### src/hdl/fpss_pkg.sv
// Constants, enumerations and register map of the front panel status sequencer.
// Assumes one 125 MHz clock; all slower rates come from a millisecond enable.
package fpss_pkg;
  // Times in their own units
  localparam int unsigned MS_PER_S = 1000;
  localparam int unsigned LINK_TIMEOUT_S = 10;
  localparam int unsigned IDLE_STEP_S = 5;
  localparam int unsigned FLASH_S = 3;
  localparam int unsigned BLINK_HALF_MS = 250;
  localparam int unsigned REPT_DELAY_MS = 500;
  localparam int unsigned REPT_RATE_MS = 100;
  localparam int unsigned QUEUE_DEPTH = 5;

  // Register byte offsets
  localparam logic [11:0] OFS_CTRL = 12'h000;
  localparam logic [11:0] OFS_STATUS = 12'h004;
  localparam logic [11:0] OFS_QUEUE = 12'h008;
  localparam logic [11:0] OFS_POS = 12'h00C;
  localparam logic [7:0] CTRL_RESET = 8'h1E;

  // Status and queue register field positions
  localparam int unsigned ST_FAULT = 0;
  localparam int unsigned ST_THRESH = 1;
  localparam int unsigned ST_LINK_OK = 2;
  localparam int unsigned ST_IDLE = 3;
  localparam int unsigned ST_SRC = 4;
  localparam int unsigned ST_FLASH = 8;
  localparam int unsigned QU_COUNT = 0;
  localparam int unsigned QU_CLEAR = 0;

  // Page header characters
  localparam logic [7:0] CHAR_SETPT = 8'h53;
  localparam logic [7:0] CHAR_MEAS = 8'h41;
  localparam logic [7:0] CHAR_BAR = 8'h7C;

  // Kinds of edited value
  localparam logic [1:0] KIND_YESNO = 2'h0;
  localparam logic [1:0] KIND_LIST = 2'h1;
  localparam logic [1:0] KIND_NUM = 2'h2;

  typedef enum logic [2:0] {SRC_NAV, SRC_IDLE, SRC_FLASH, SRC_ALARM, SRC_TRIP} fpss_src_e;
  typedef enum logic [2:0] {FL_NONE, FL_ACK, FL_LOCKOUT, FL_FAULT, FL_UNAUTH} fpss_flash_e;
  typedef enum logic {ST_NAVIGATE, ST_ROTATE} fpss_state_e;
endpackage

### src/hdl/fpss_front_panel.sv
// Front panel status sequencer: lamps, key decode, setpoint edit gate, idle rotation.
// Assumes synchronous level inputs from keypad, protection core and serial receiver,
// and an APB master with 32-bit data.
// Overview of operation
// - Any self-check abnormal condition operates the fault relay.
// - Fault relay is energised when idle and de-energised when operated.
// - Fault lamp lit exactly while the fault relay is operated.
// - Threshold lamp flashes on running overload or ground current over pickup.
// - Threshold lamp goes off once both currents are back under their settings.
// - Serial link lamp off when no serial data is seen.
// - Serial link lamp flashes when data arrives without valid addressed messages.
// - Serial link lamp steady while valid addressed messages keep arriving.
// - After 10 s without valid message the lamp falls to flash or off.
// - Configuration page key jumps to first message of next configuration page.
// - Measured page key jumps to first message of next measured page.
// - Commit saves edit only with programming enabled, then flashes acknowledgement.
// - Reset clears trip lamp and message only when cause is gone, else refuses.
// - Refusal shows lockout variant under overload lockout, otherwise fault variant.
// - Down moves toward page end, up toward start; header and footer shown.
// - Adjust toggles, steps list, or steps number clamped; holding repeats.
// - Headers carry two bars, page number and S or A prefix.
// - Keypad edit without access jumper refused with error; serial edits allowed.
// - After idle time without keys show first of up to five queued messages.
// - During idle rotation advance every 5 s when more than one queued.
// - Trip, alarm and flash messages override idle rotation.
// - Rotate in selection order; sixth entry drops the oldest.
module fpss_front_panel #(
  parameter int unsigned MS_CYCLES = 125000,
  parameter int unsigned NUM_SPAGES = 6,
  parameter int unsigned NUM_APAGES = 4,
  parameter int unsigned PAGE_LEN = 8,
  parameter int unsigned VAL_W = 16
) (
  input wire logic clk,
  input wire logic rst_b,
  input wire logic [11:0] paddr,
  input wire logic psel,
  input wire logic penable,
  input wire logic pwrite,
  input wire logic [31:0] pwdata,
  input wire logic [3:0] pstrb,
  output logic [31:0] prdata,
  output logic pready,
  output logic pslverr,
  input wire logic self_fault,
  input wire logic phase_over_fl,
  input wire logic motor_running,
  input wire logic ground_over_pickup,
  input wire logic serial_activity,
  input wire logic serial_valid_msg,
  input wire logic trip_active,
  input wire logic trip_cause_present,
  input wire logic overload_lockout,
  input wire logic alarm_active,
  input wire logic access_jumper,
  input wire logic key_setpoint,
  input wire logic key_actual,
  input wire logic key_store,
  input wire logic key_reset,
  input wire logic key_msg_up,
  input wire logic key_msg_down,
  input wire logic key_val_up,
  input wire logic key_val_down,
  input wire logic [1:0] param_kind,
  input wire logic [VAL_W-1:0] param_val,
  input wire logic [VAL_W-1:0] param_max,
  input wire logic [VAL_W-1:0] param_step,
  input wire logic serial_edit_req,
  input wire logic [7:0] serial_edit_pos,
  input wire logic [VAL_W-1:0] serial_edit_val,
  output logic fault_relay_energize,
  output logic fault_lamp,
  output logic threshold_lamp,
  output logic serial_link_lamp,
  output logic trip_lamp,
  output logic trip_clear,
  output logic nv_write,
  output logic [7:0] nv_pos,
  output logic [VAL_W-1:0] nv_val,
  output logic [2:0] disp_src,
  output logic [2:0] disp_flash,
  output logic [7:0] disp_pos,
  output logic [VAL_W-1:0] disp_val,
  output logic disp_header,
  output logic disp_footer,
  output logic [15:0] disp_bars,
  output logic [7:0] disp_prefix
);
  localparam int unsigned MSW = $clog2(MS_CYCLES);
  localparam int unsigned LINK_MS = fpss_pkg::LINK_TIMEOUT_S * fpss_pkg::MS_PER_S;
  localparam int unsigned FLASH_MS = fpss_pkg::FLASH_S * fpss_pkg::MS_PER_S;

  // Refuse shapes that the 8-bit position code cannot carry
  if (PAGE_LEN < 3 || PAGE_LEN > 16 || NUM_SPAGES < 1 || NUM_SPAGES > 8 ||
      NUM_APAGES < 1 || NUM_APAGES > 8 || MS_CYCLES < 2 || VAL_W < 2) begin : g_bad
    $error("fpss_front_panel: unsupported parameter values");
  end

  // Wrap-around increment used for pages and list choices
  function automatic logic [VAL_W-1:0] wrap_inc(input logic [VAL_W-1:0] v,
                                                input logic [VAL_W-1:0] lim);
    wrap_inc = (v >= lim) ? '0 : v + 1'b1;
  endfunction

  // Millisecond enable, blink and second enables shared by every timer
  logic [MSW-1:0] ms_cnt_q;
  logic [9:0] ms_in_s_q;
  logic [9:0] blink_cnt_q;
  logic blink_q;
  wire ms_tick = (ms_cnt_q == MSW'(MS_CYCLES - 1));
  wire s_tick = ms_tick && (ms_in_s_q == 10'(fpss_pkg::MS_PER_S - 1));
  always_ff @(posedge clk or negedge rst_b) begin
    if (!rst_b) begin
      ms_cnt_q <= '0;
      ms_in_s_q <= '0;
      blink_cnt_q <= '0;
      blink_q <= 1'b0;
    end else begin
      ms_cnt_q <= ms_tick ? '0 : ms_cnt_q + 1'b1;
      if (ms_tick) begin
        ms_in_s_q <= s_tick ? '0 : ms_in_s_q + 1'b1;
        if (blink_cnt_q == 10'(fpss_pkg::BLINK_HALF_MS - 1)) begin
          blink_cnt_q <= '0;
          blink_q <= ~blink_q;
        end else begin
          blink_cnt_q <= blink_cnt_q + 1'b1;
        end
      end
    end
  end

  // Key edges; value keys also repeat while held
  logic [7:0] keys_q;
  logic [9:0] rept_q;
  wire [7:0] keys = {key_setpoint, key_actual, key_store, key_reset,
                     key_msg_up, key_msg_down, key_val_up, key_val_down};
  wire [7:0] key_edge = keys & ~keys_q;
  wire any_key = |key_edge;
  wire val_held = key_val_up | key_val_down;
  wire rept_fire = ms_tick && val_held && (rept_q == 10'(fpss_pkg::REPT_DELAY_MS));
  wire val_step = key_edge[1] | key_edge[0] | rept_fire;
  always_ff @(posedge clk or negedge rst_b) begin
    if (!rst_b) begin
      keys_q <= '0;
      rept_q <= '0;
    end else begin
      keys_q <= keys;
      if (!val_held || key_edge[1] || key_edge[0]) begin
        rept_q <= '0;
      end else if (rept_fire) begin
        rept_q <= 10'(fpss_pkg::REPT_DELAY_MS - fpss_pkg::REPT_RATE_MS);
      end else if (ms_tick) begin
        rept_q <= rept_q + 1'b1;
      end
    end
  end

  // Status lamps; relay and lamp share one flop so they never disagree
  logic fault_q;
  logic thresh_q;
  logic [13:0] link_ms_q;
  wire link_ok = (link_ms_q != '0);
  always_ff @(posedge clk or negedge rst_b) begin
    if (!rst_b) begin
      fault_q <= 1'b0;
      thresh_q <= 1'b0;
      link_ms_q <= '0;
      threshold_lamp <= 1'b0;
      serial_link_lamp <= 1'b0;
      trip_lamp <= 1'b0;
    end else begin
      fault_q <= self_fault;
      thresh_q <= (phase_over_fl & motor_running) | ground_over_pickup;
      if (serial_valid_msg) begin
        link_ms_q <= 14'(LINK_MS);
      end else if (ms_tick && link_ok) begin
        link_ms_q <= link_ms_q - 1'b1;
      end
      threshold_lamp <= thresh_q & blink_q;
      serial_link_lamp <= link_ok | (serial_activity & blink_q);
      trip_lamp <= trip_active & blink_q;
    end
  end
  assign fault_relay_energize = ~fault_q;
  assign fault_lamp = fault_q;

  // Navigation position: mode, page and message index
  logic mode_q;
  logic [2:0] page_q;
  logic [3:0] idx_q;
  wire [7:0] cur_pos = {mode_q, page_q, idx_q};
  wire [2:0] last_s = 3'(NUM_SPAGES - 1);
  wire [2:0] last_a = 3'(NUM_APAGES - 1);
  wire [3:0] last_idx = 4'(PAGE_LEN - 1);
  wire [VAL_W-1:0] next_s = wrap_inc(VAL_W'(page_q), VAL_W'(last_s));
  wire [VAL_W-1:0] next_a = wrap_inc(VAL_W'(page_q), VAL_W'(last_a));
  always_ff @(posedge clk or negedge rst_b) begin
    if (!rst_b) begin
      mode_q <= 1'b0;
      page_q <= '0;
      idx_q <= '0;
    end else if (key_edge[7]) begin
      mode_q <= 1'b0;
      page_q <= mode_q ? '0 : next_s[2:0];
      idx_q <= '0;
    end else if (key_edge[6]) begin
      mode_q <= 1'b1;
      page_q <= mode_q ? next_a[2:0] : '0;
      idx_q <= '0;
    end else if (key_edge[3] && idx_q != '0) begin
      idx_q <= idx_q - 1'b1;
    end else if (key_edge[2] && idx_q != last_idx) begin
      idx_q <= idx_q + 1'b1;
    end
  end

  // Setpoint edit buffer follows the shown value until an adjust key touches it
  logic dirty_q;
  logic [VAL_W-1:0] edit_q;
  wire edit_ok = access_jumper;
  wire [VAL_W+1:0] sum_w = {2'b00, edit_q} + {2'b00, param_step};
  wire [VAL_W-1:0] up_w = (sum_w > {2'b00, param_max}) ? param_max : sum_w[VAL_W-1:0];
  wire [VAL_W-1:0] dn_w = (edit_q > param_step) ? edit_q - param_step : '0;
  wire [VAL_W-1:0] list_w = wrap_inc(edit_q, param_max);
  wire navigated = |{key_edge[7:6], key_edge[4:2]};
  always_ff @(posedge clk or negedge rst_b) begin
    if (!rst_b) begin
      dirty_q <= 1'b0;
      edit_q <= '0;
    end else if (navigated || key_edge[5]) begin
      dirty_q <= 1'b0;
      edit_q <= param_val;
    end else if (val_step && edit_ok && mode_q == 1'b0) begin
      dirty_q <= 1'b1;
      case (param_kind)
        fpss_pkg::KIND_YESNO: edit_q <= {edit_q[VAL_W-1:1], ~edit_q[0]};
        fpss_pkg::KIND_LIST: edit_q <= list_w;
        fpss_pkg::KIND_NUM: edit_q <= key_val_up ? up_w : dn_w;
        default: edit_q <= edit_q;
      endcase
    end else if (!dirty_q) begin
      edit_q <= param_val;
    end
  end

  // Commit, reset and refusal decisions
  wire commit = key_edge[5] && dirty_q && edit_ok;
  wire refuse_edit = val_step && !edit_ok && mode_q == 1'b0;
  wire rst_clear = key_edge[4] && trip_active && !trip_cause_present;
  wire rst_refuse = key_edge[4] && trip_active && trip_cause_present;
  wire queue_add = key_edge[5] && !dirty_q;

  // Non-volatile write port; serial edits bypass the jumper
  always_ff @(posedge clk or negedge rst_b) begin
    if (!rst_b) begin
      nv_write <= 1'b0;
      nv_pos <= '0;
      nv_val <= '0;
      trip_clear <= 1'b0;
    end else begin
      nv_write <= commit | serial_edit_req;
      if (commit) begin
        nv_pos <= cur_pos;
        nv_val <= edit_q;
      end else if (serial_edit_req) begin
        nv_pos <= serial_edit_pos;
        nv_val <= serial_edit_val;
      end
      trip_clear <= rst_clear;
    end
  end

  // Flash message with its own display time
  fpss_pkg::fpss_flash_e flash_q;
  logic [11:0] flash_ms_q;
  always_ff @(posedge clk or negedge rst_b) begin
    if (!rst_b) begin
      flash_q <= fpss_pkg::FL_NONE;
      flash_ms_q <= '0;
    end else if (commit || refuse_edit || rst_refuse) begin
      flash_ms_q <= 12'(FLASH_MS);
      if (commit) begin
        flash_q <= fpss_pkg::FL_ACK;
      end else if (refuse_edit) begin
        flash_q <= fpss_pkg::FL_UNAUTH;
      end else if (overload_lockout) begin
        flash_q <= fpss_pkg::FL_LOCKOUT;
      end else begin
        flash_q <= fpss_pkg::FL_FAULT;
      end
    end else if (ms_tick && flash_ms_q != '0) begin
      flash_ms_q <= flash_ms_q - 1'b1;
      if (flash_ms_q == 12'h001) begin
        flash_q <= fpss_pkg::FL_NONE;
      end
    end
  end

  // Idle message queue; a full queue shifts out its oldest entry
  logic [7:0] queue_q [fpss_pkg::QUEUE_DEPTH];
  logic [2:0] qcnt_q;
  wire q_full = (qcnt_q == 3'(fpss_pkg::QUEUE_DEPTH));
  logic [31:0] ctrl_q;
  logic q_clear;
  always_ff @(posedge clk or negedge rst_b) begin
    if (!rst_b) begin
      qcnt_q <= '0;
      for (int i = 0; i < fpss_pkg::QUEUE_DEPTH; i++) queue_q[i] <= '0;
    end else if (q_clear) begin
      qcnt_q <= '0;
    end else if (queue_add) begin
      if (q_full) begin
        for (int i = 0; i < fpss_pkg::QUEUE_DEPTH - 1; i++) queue_q[i] <= queue_q[i+1];
        queue_q[fpss_pkg::QUEUE_DEPTH-1] <= cur_pos;
      end else begin
        queue_q[qcnt_q] <= cur_pos;
        qcnt_q <= qcnt_q + 1'b1;
      end
    end
  end

  // Idle timer and rotation; zero idle time turns rotation off
  fpss_pkg::fpss_state_e state_q;
  logic [7:0] idle_s_q;
  logic [2:0] rot_s_q;
  logic [2:0] rd_q;
  wire idle_due = (ctrl_q[7:0] != '0) && (idle_s_q >= ctrl_q[7:0]) && (qcnt_q != '0);
  always_ff @(posedge clk or negedge rst_b) begin
    if (!rst_b) begin
      state_q <= fpss_pkg::ST_NAVIGATE;
      idle_s_q <= '0;
      rot_s_q <= '0;
      rd_q <= '0;
    end else if (any_key || q_clear) begin
      state_q <= fpss_pkg::ST_NAVIGATE;
      idle_s_q <= '0;
    end else begin
      if (s_tick && idle_s_q != 8'hFF) begin
        idle_s_q <= idle_s_q + 1'b1;
      end
      case (state_q)
        fpss_pkg::ST_NAVIGATE: begin
          if (idle_due) begin
            state_q <= fpss_pkg::ST_ROTATE;
            rd_q <= '0;
            rot_s_q <= '0;
          end
        end
        fpss_pkg::ST_ROTATE: begin
          if (s_tick) begin
            if (rot_s_q == 3'(fpss_pkg::IDLE_STEP_S - 1)) begin
              rot_s_q <= '0;
              rd_q <= (rd_q + 1'b1 >= qcnt_q) ? '0 : rd_q + 1'b1;
            end else begin
              rot_s_q <= rot_s_q + 1'b1;
            end
          end
        end
        default: state_q <= fpss_pkg::ST_NAVIGATE;
      endcase
    end
  end

  // Display source by priority, then the shown position
  fpss_pkg::fpss_src_e src_w;
  assign src_w = trip_active ? fpss_pkg::SRC_TRIP :
                 alarm_active ? fpss_pkg::SRC_ALARM :
                 (flash_q != fpss_pkg::FL_NONE) ? fpss_pkg::SRC_FLASH :
                 (state_q == fpss_pkg::ST_ROTATE) ? fpss_pkg::SRC_IDLE :
                 fpss_pkg::SRC_NAV;
  wire [7:0] show_pos = (state_q == fpss_pkg::ST_ROTATE) ? queue_q[rd_q] : cur_pos;
  always_ff @(posedge clk or negedge rst_b) begin
    if (!rst_b) begin
      disp_src <= '0;
      disp_flash <= '0;
      disp_pos <= '0;
      disp_val <= '0;
      disp_header <= 1'b0;
      disp_footer <= 1'b0;
      disp_bars <= '0;
      disp_prefix <= '0;
    end else begin
      disp_src <= src_w;
      disp_flash <= flash_q;
      disp_pos <= show_pos;
      disp_val <= edit_q;
      disp_header <= (show_pos[3:0] == '0);
      disp_footer <= (show_pos[3:0] == last_idx);
      disp_bars <= (show_pos[3:0] == '0) ? {fpss_pkg::CHAR_BAR, fpss_pkg::CHAR_BAR} : '0;
      disp_prefix <= show_pos[7] ? fpss_pkg::CHAR_MEAS : fpss_pkg::CHAR_SETPT;
    end
  end

  // APB slave: zero wait states, error on unmapped offsets
  wire acc = psel && penable;
  wire hit_ctrl = (paddr == fpss_pkg::OFS_CTRL);
  wire hit_stat = (paddr == fpss_pkg::OFS_STATUS);
  wire hit_queue = (paddr == fpss_pkg::OFS_QUEUE);
  wire hit_pos = (paddr == fpss_pkg::OFS_POS);
  wire mapped = hit_ctrl | hit_stat | hit_queue | hit_pos;
  assign q_clear = acc && pwrite && hit_queue && pstrb[0] && pwdata[fpss_pkg::QU_CLEAR];
  wire [31:0] stat_w = (32'(fault_q) << fpss_pkg::ST_FAULT) |
                       (32'(thresh_q) << fpss_pkg::ST_THRESH) |
                       (32'(link_ok) << fpss_pkg::ST_LINK_OK) |
                       (32'(state_q) << fpss_pkg::ST_IDLE) |
                       (32'(src_w) << fpss_pkg::ST_SRC) |
                       (32'(flash_q) << fpss_pkg::ST_FLASH);
  wire [31:0] rd_w = hit_ctrl ? ctrl_q :
                     hit_stat ? stat_w :
                     hit_queue ? (32'(qcnt_q) << fpss_pkg::QU_COUNT) :
                     hit_pos ? 32'(cur_pos) : '0;
  assign pready = 1'b1;
  assign pslverr = acc && !mapped;
  assign prdata = (acc && !pwrite) ? rd_w : '0;
  always_ff @(posedge clk or negedge rst_b) begin
    if (!rst_b) begin
      ctrl_q <= 32'(fpss_pkg::CTRL_RESET);
    end else if (acc && pwrite && hit_ctrl && pstrb[0]) begin
      ctrl_q <= {24'h00_0000, pwdata[7:0]};
    end
  end
endmodule

### config.mk
export PLATFORM = sky130hd
export DESIGN_NAME = fpss_front_panel
export DESIGN_NICKNAME = d
export VERILOG_FILES = /design/src/hdl/fpss_pkg.sv /design/src/hdl/fpss_front_panel.sv
export SDC_FILE = /design/constraint.sdc
export NUM_CORES = 1
export LEC_CHECK = 0
export ABC_AREA = 0
export BUFFER_PORTS_ARGS = -buffer_cell sky130_fd_sc_hd__clkbuf_2
export CORE_MARGIN = 2
export CORE_UTILIZATION = 51
export DETAILED_ROUTE_END_ITERATION = 12
export GPL_ROUTABILITY_DRIVEN = 0
export PLACE_DENSITY = 0.84
export REMOVE_ABC_BUFFERS = 1
export SYNTH_ARGS = -nofsm -noshare
export SYNTH_HDL_FRONTEND = slang
export SYNTH_SLANG_ARGS = --single-unit
### constraint.sdc
create_clock -name clk -period 4.35 [get_ports clk]
set_input_delay 0.6525 -clock clk [delete_from_list [all_inputs] [get_ports clk]]
set_output_delay 0.6525 -clock clk [all_outputs]
set_load 0.02 [all_outputs]
==> results of run 1 <==
## worst max path at each step
stage	start	to	slack, ns	cells after the start
2_1_floorplan	param_step[0]	edit_q[13]$_DFFE_PN0P_	-0.47	18
3_3_place_gp	param_step[0]	edit_q[13]$_DFFE_PN0P_	-0.59	19
3_5_place_dp	param_step[0]	edit_q[0]$_DFFE_PN0P_	-0.72	20
4_1_cts	edit_q[0]$_DFFE_PN0P_	edit_q[13]$_DFFE_PN0P_	-0.03	18
5_1_grt	edit_q[0]$_DFFE_PN0P_	edit_q[13]$_DFFE_PN0P_	-0.30	18
6_report	edit_q[3]$_DFFE_PN0P_	edit_q[13]$_DFFE_PN0P_	-0.21	16
## report_power, final
part	total, W	internal (W)	switching, W
Sequential	0.00283	0.00254	0.000296
Combinational	0.00224	0.000924	0.00132
Clock	0.00223	0.00130	0.000934
Total	0.00730	0.00476	0.00255
## Yosys cell counts (39+ instances only)
cell and count:
a21oi_1 125, buf_4 44, clkbuf_1 53, dfrtp_1 237, ha_1 100, inv_1 92
nand2_1 126, nand3_1 51, nor2_1 192, o21ai_0 67, o22ai_1 39, xnor2_1 55
## layout by cell type, fill, tap and decap left out, drive strengths merged, types with 8 or more instances in the layout
cell type | Yosys | layout
a21o | 16 | 16
mux4 | 9 | 9
buf | 53 | 109
xnor2 | 55 | 55
a211oi | 10 | 10
o211ai | 14 | 14
a221oi | 12 | 12
nand4 | 18 | 18
o311ai | 9 | 9
and3 | 21 | 21
nand3 | 51 | 51
nor4 | 15 | 15
o22ai | 39 | 39
nand2b | 23 | 23
and2 | 12 | 12
clkbuf | 54 | 251
xor2 | 31 | 31
o21ai | 67 | 67
nor3 | 23 | 23
nand2 | 126 | 126
ha | 100 | 100
dfrtp | 237 | 237
o21a | 8 | 8
or3 | 11 | 11
inv | 93 | 94
a21oi | 125 | 125
nor2 | 192 | 192
conb | 2 | 33
mux2i | 36 | 36
nor2b | 19 | 19
a31oi | 17 | 17
## logic make-up (layout without fill, tap and decap cells)
kind of cell / Yosys count / in the layout
muxes: 49 / 49
and+or+nand+nor: 546 / 546
AOI/OAI and AO/OA: 378 / 378
buffers and inverters: 202 / 460
other: 2 / 35
xor gates and xnor gates: 86 / 86
adders and majority gates: 103 / 103
DFF: 241 / 241
## per-layer routing
layer	wire length, microns	global-route usage	share of wire
met2	20400	0.474	0.49
met1	16200	0.345	0.39
met4	1820	0.120	0.043
met3	3530	0.0421	0.084
met5	0	0	0
## final cells by class
type,instances,area share
clock buffer,44,0.0472
timing repair buffer,316,0.107
multi-input combinational,1195,0.453
tap,384,0.0273
clock inverter,5,0.00185
inverter,95,0.0203
sequential,241,0.343
antenna,2,0.000285
## timing repair
item,4_1_cts,5_1_grt
setup buffers,16,3
gates cloned,0,0
resized for setup,22,14
setup endpoints to repair,16,16
pin swaps,15,22
## state kept, by name, indices dropped and copies added (netlist names), 3 cells and up
| register | cells |
|---|---|
| rd_q | 3 |
| qcnt_q | 3 |
| ctrl_q | 8 |
| edit_q | 16 |
| idle_s_q | 8 |
| link_ms_q | 14 |
| nv_pos | 8 |
| rept_q | 10 |
| rot_s_q | 3 |
| keys_q | 8 |
| idx_q | 4 |
| blink_cnt_q | 10 |
| disp_val | 16 |
| page_q | 3 |
| flash_ms_q | 12 |
| queue_q | 40 |
| ms_in_s_q | 10 |
| disp_flash | 3 |
| nv_val | 16 |
| disp_pos | 8 |
| flash_q | 3 |
| ms_cnt_q | 17 |
| disp_src | 3 |
## stage by stage
stage	instances	TNS, ns	cell area (sq um)	util	total power [W]
3_5_place_dp	2215	-9.45	16400	0.578	0.00488
3_3_place_gp	2215	-7.17	16400	0.578	0.00477
6_report	2282	-1.82	17600	0.617	0.00730
4_1_cts	2278	-0.0823	17500	0.615	0.00721
2_1_floorplan	1531	-3.13	14200	-	0.00408
5_1_grt	2281	-3.34	17600	0.617	0.00768
## critical path: stages, from the launching register on
cell and delay (ns):
dfrtp_1 0.46, ha_1 0.33, nor2_1 0.25, buf_4 0.16, o211ai_1 0.13, a31oi_2 0.29, a211oi_2 0.15, o41ai_2 0.33
xnor2_1 0.15, ha_1 0.45, nand4_1 0.29, o22ai_4 0.26, o311ai_4 0.15, a22o_4 0.32, mux2_4 0.32, a221oi_2 0.24
o31ai_1 0.12
==> results.sh, run 1 <==
export IMPL_rr_worst_depth=16
export IMPL_fin_ws_ns=-0.212
export IMPL_async_reset_ff_frac=1.00
export IMPL_viasPerCell=5.90
export IMPL_ys_ff_latch=241
export IMPL_r2r_start="edit_q[3]$_DFFE_PN0P_"
export IMPL_multi_input_area_sq_um=7960
export IMPL_worstSetupStartpointType="register"
export IMPL_rows=62
export IMPL_ir_drop_v=0.000312
export IMPL_ff2ff_setup_slack_ns=-0.21
export IMPL_drtIter0Drc=1205
export IMPL_synth_area_sq_um=14700
export IMPL_dieArea_sq_um=30100
export IMPL_synthXorXnorAreaFrac=0.0514
export IMPL_report_final_slew_viol_count=0
export IMPL_firstDrtPassIters=6
export IMPL_vias=13500
export IMPL_postCtsHoldBufs=0
export IMPL_drt_wl_total_mm=42.0
export IMPL_end_kind="register"
export IMPL_hp_class="primary input to asynchronous set/reset pin"
export IMPL_avgSynthCellArea_sq_um=9.12
export IMPL_drc=0
export IMPL_synthFlopType="dfrtp_1"
export IMPL_synthMuxAreaShare=0.0418
export IMPL_pre_cts_slack_ns=-0.723
export IMPL_fin_crit_ns=4.56
export IMPL_cts_max_level=1
export IMPL_yosys_area_top_type_share=0.405
export IMPL_worstPathArrival_ns=4.94
export IMPL_finalSetupViolations=16
export IMPL_grt_pass1_vias=13500
export IMPL_yosys_area_top_type="dfrtp_1"
export IMPL_clk_insertion_delay_late_ns=0.53
export IMPL_worstPathRequired_ns=4.73
export IMPL_die_h_microns=173
export IMPL_ios=268
export IMPL_hold_slack_ns=0.147
export IMPL_cts_sinks=241
export IMPL_yosysWarnings=0
export IMPL_postRouteAntennaNets=0
export IMPL_criticalPathCategory="register to register"
export IMPL_grt_max_degree=99
export IMPL_fillers=2269
export IMPL_portBuffers=208
export IMPL_synth_compound_area_frac=0.162
export IMPL_layout_drive_gt1_share=0.215
export IMPL_violations="setup timing"
export IMPL_status="complete, but fails checks"
export IMPL_start_util=0.515
export IMPL_synth_top_family_by_area="simple AND/OR/NAND/NOR gates"
export IMPL_dpl_hpwl_mm=30.0
export IMPL_maxCapViolations=0
export IMPL_grt_pass1_wl_mm=67.6
export IMPL_synth_area_leaders="dfrtp_1 (40%), ha_1 (8.5%), nor2_1 (4.9%)"
export IMPL_fmax_mhz=219
export IMPL_cts_tree="yes"
export IMPL_synth_cells=1607
export IMPL_rsz0062_at_grt="true"
export IMPL_synth_enable_flop_cells=0
export IMPL_synthAdderAreaFrac=0.0895
export IMPL_hold_violations=0
export IMPL_clk_pin_slew_worst_paths_ns=0.07
export IMPL_powerDensity_nw_per_um2=416
export IMPL_num_nets_final=2126
export IMPL_groute_usage_overall=0.275
export IMPL_dieWidth_microns=173
export IMPL_area_growth_pct=20.0
export IMPL_post_drt_wl_per_cell_microns=18.4
export IMPL_cts_buffers=27
export IMPL_cp_max_fo=7
export IMPL_fin_skew_ns=0.0156
export IMPL_reg2reg_to="edit_q[13]$_DFFE_PN0P_"
export IMPL_overflow=0
export IMPL_yosysSeqAreaShare=0.412
export IMPL_clock_path_buffers=3
export IMPL_register_area_sq_um=6040
export IMPL_worst_slew_pin_slew_ns=1.02
export IMPL_timing_final_crit_share=1.05
export IMPL_synth_cell_types=74
export IMPL_slew_headroom=0.315
export IMPL_core_sq_um=28500
export IMPL_synthSimpleGateAreaFrac=0.179
export IMPL_root_buffer="clkbuf_16"
export IMPL_antenna_found_initial=2
export IMPL_p_leak_nw=8.39
No activity file was read; power rests on OpenSTA's default activity.
==> run 2: changes to the inputs <==
--- a/config.mk
+++ b/config.mk
@@ -13,6 +13,7 @@
 export GPL_ROUTABILITY_DRIVEN = 0
 export PLACE_DENSITY = 0.84
 export REMOVE_ABC_BUFFERS = 1
+export SETUP_SLACK_MARGIN = 0.3
 export SYNTH_ARGS = -nofsm -noshare
 export SYNTH_HDL_FRONTEND = slang
 export SYNTH_SLANG_ARGS = --single-unit
==> results.sh, run 2 (synthesis results as in run 1) <==
export IMPL_report_final_slew_viol_count=0
export IMPL_postRouteAntennaNets=0
export IMPL_layout_commonest_cell="dfrtp_1"
export IMPL_grt_pass1_vias=13500
export IMPL_violations="setup timing"
export IMPL_drc=0
export IMPL_regMostFlops="queue_q"
export IMPL_antenna_found_initial=2
export IMPL_firstDrtPassIters=5
export IMPL_slew_headroom=0.325
export IMPL_ir_drop_v=0.000314
export IMPL_hp_class="primary input to asynchronous set/reset pin"
export IMPL_dieArea_sq_um=30100
export IMPL_worstSetupStartpointType="register"
export IMPL_root_buffer="clkbuf_16"
export IMPL_mostFrequentLayoutCells="dfrtp_1 (237), clkbuf_2 (207), nor2_1 (190)"
export IMPL_ios=268
export IMPL_core_sq_um=28500
export IMPL_worstPathArrival_ns=4.99
export IMPL_cts_buffers=27
export IMPL_cp_max_fo=7
export IMPL_reg_largest_list="queue_q (40), ms_cnt_q (17)"
export IMPL_fin_skew_ns=0.0202
export IMPL_postCtsHoldBufs=0
export IMPL_fmax_mhz=217
export IMPL_pre_cts_slack_ns=-0.723
export IMPL_dpl_hpwl_mm=30.0
export IMPL_end_kind="register"
export IMPL_cts_max_level=1
export IMPL_clock_path_buffers=3
export IMPL_drtIter0Drc=1171
export IMPL_start_util=0.515
export IMPL_viasPerCell=5.96
export IMPL_grt_pass1_wl_mm=67.8
export IMPL_criticalPathCategory="register to register"
export IMPL_worstPathRequired_ns=4.73
export IMPL_status="complete, but fails checks"
export IMPL_dieWidth_microns=173
export IMPL_drt_wl_total_mm=42.5
export IMPL_maxCapViolations=0
export IMPL_p_leak_nw=8.43
export IMPL_groute_usage_overall=0.276
export IMPL_vias=13600
export IMPL_cts_sinks=241
export IMPL_largest_reg_flops=40
export IMPL_hold_violations=0
export IMPL_portBuffers=208
export IMPL_area_growth_pct=21.0
export IMPL_timing_final_crit_share=1.06
export IMPL_powerDensity_nw_per_um2=417
export IMPL_layout_drive_gt1_share=0.221
export IMPL_finalSetupViolations=15
export IMPL_num_nets_final=2131
export IMPL_post_drt_wl_per_cell_microns=18.6
export IMPL_fin_crit_ns=4.60
export IMPL_die_h_microns=173
export IMPL_grt_max_degree=99
export IMPL_fin_ws_ns=-0.255
export IMPL_worst_slew_pin_slew_ns=1.00
export IMPL_clk_pin_slew_worst_paths_ns=0.06
export IMPL_rows=62
export IMPL_clk_insertion_delay_late_ns=0.54
export IMPL_rsz0062_at_grt="true"
export IMPL_total_power_w=0.00738
export IMPL_cts_tree="yes"
export IMPL_overflow=0
## run 2: cell types whose count changed in the layout (fill, tap and decap cells not counted), moves of 2 or more
cell / delta
buf_6: +16
buf_4: -11
o31ai_2: +2
o31ai_1: -2
ha_1: -2
## run 2: cell type report
type / count / area [sq um]
antenna: 2 / 5.00
clock buffer: 44 / 830
clock inverter: 5 / 32.5
fill: 2244 / 10700
inverter: 95 / 357
multi-input combinational: 1195 / 8010
sequential: 241 / 6040
tap: 384 / 480
timing repair buffer: 321 / 1980
## run 2: metrics by stage
step / area, sq um / setup TNS [ns] / utilization / cells / hold slack (ns)
3_3_place_gp: 16400 / -7.17 / 0.578 / 2215 / 0.465
4_1_cts: 17600 / -0.0221 / 0.617 / 2280 / 0.185
3_5_place_dp: 16400 / -9.45 / 0.578 / 2215 / 0.472
2_1_floorplan: 14200 / -3.13 / - / 1531 / 0.357
5_1_grt: 17700 / -2.85 / 0.623 / 2286 / 0.211
6_report: 17700 / -1.55 / 0.623 / 2287 / 0.150
## run 2: repair_timing
item,4_1_cts,5_1_grt
resized for setup,39,24
setup buffers,16,5
pin swaps,20,28
hold endpoints to repair,0,0
endpoints found under the setup margin,16,16
## run 2: where the power goes
group	total (W)	internal, W	switching, W
Sequential	0.00283	0.00254	0.000299
Clock	0.00224	0.00130	0.000941
Combinational	0.00231	0.000968	0.00134
Total	0.00738	0.00480	0.00258
## run 2: metal layers
metal	vias up	GRT usage	wire [microns]
met2	771	0.476	20500
met5	-	0	0
met3	171	0.0445	3770
met4	0	0.118	2020
met1	6508	0.343	16200
li1	6184	-	-
## run 2: worst paths after layout
path	startpoint	end	slack (ns)	cells after the start
max in group asynchronous	rst_b	ms_cnt_q[12]$_DFF_PN0_	3.19	2
min reg2reg	flash_q[1]$_DFFE_PN0P_	disp_flash[1]$_DFF_PN0_	0.49	0
max	edit_q[3]$_DFFE_PN0P_	edit_q[13]$_DFFE_PN0P_	-0.25	16
min in group clk	self_fault	fault_lamp$_DFF_PN0_	0.22	1
max reg2reg	edit_q[3]$_DFFE_PN0P_	edit_q[13]$_DFFE_PN0P_	-0.25	16
min	rst_b	fault_lamp$_DFF_PN0_	0.15	1
## run 2: critical path, cell delays in order, from the launching register on
cell and delay [ns]:
dfrtp_1 0.46, ha_1 0.35, nor2_2 0.20, buf_4 0.15
o211ai_1 0.14, a31oi_2 0.25, a211oi_2 0.15, o41ai_2 0.33
xnor2_1 0.17, ha_1 0.46, nand4_1 0.35, o22ai_4 0.26
o311ai_4 0.13, a22o_4 0.31, mux2_4 0.33, a221oi_4 0.29
o31ai_2 0.12
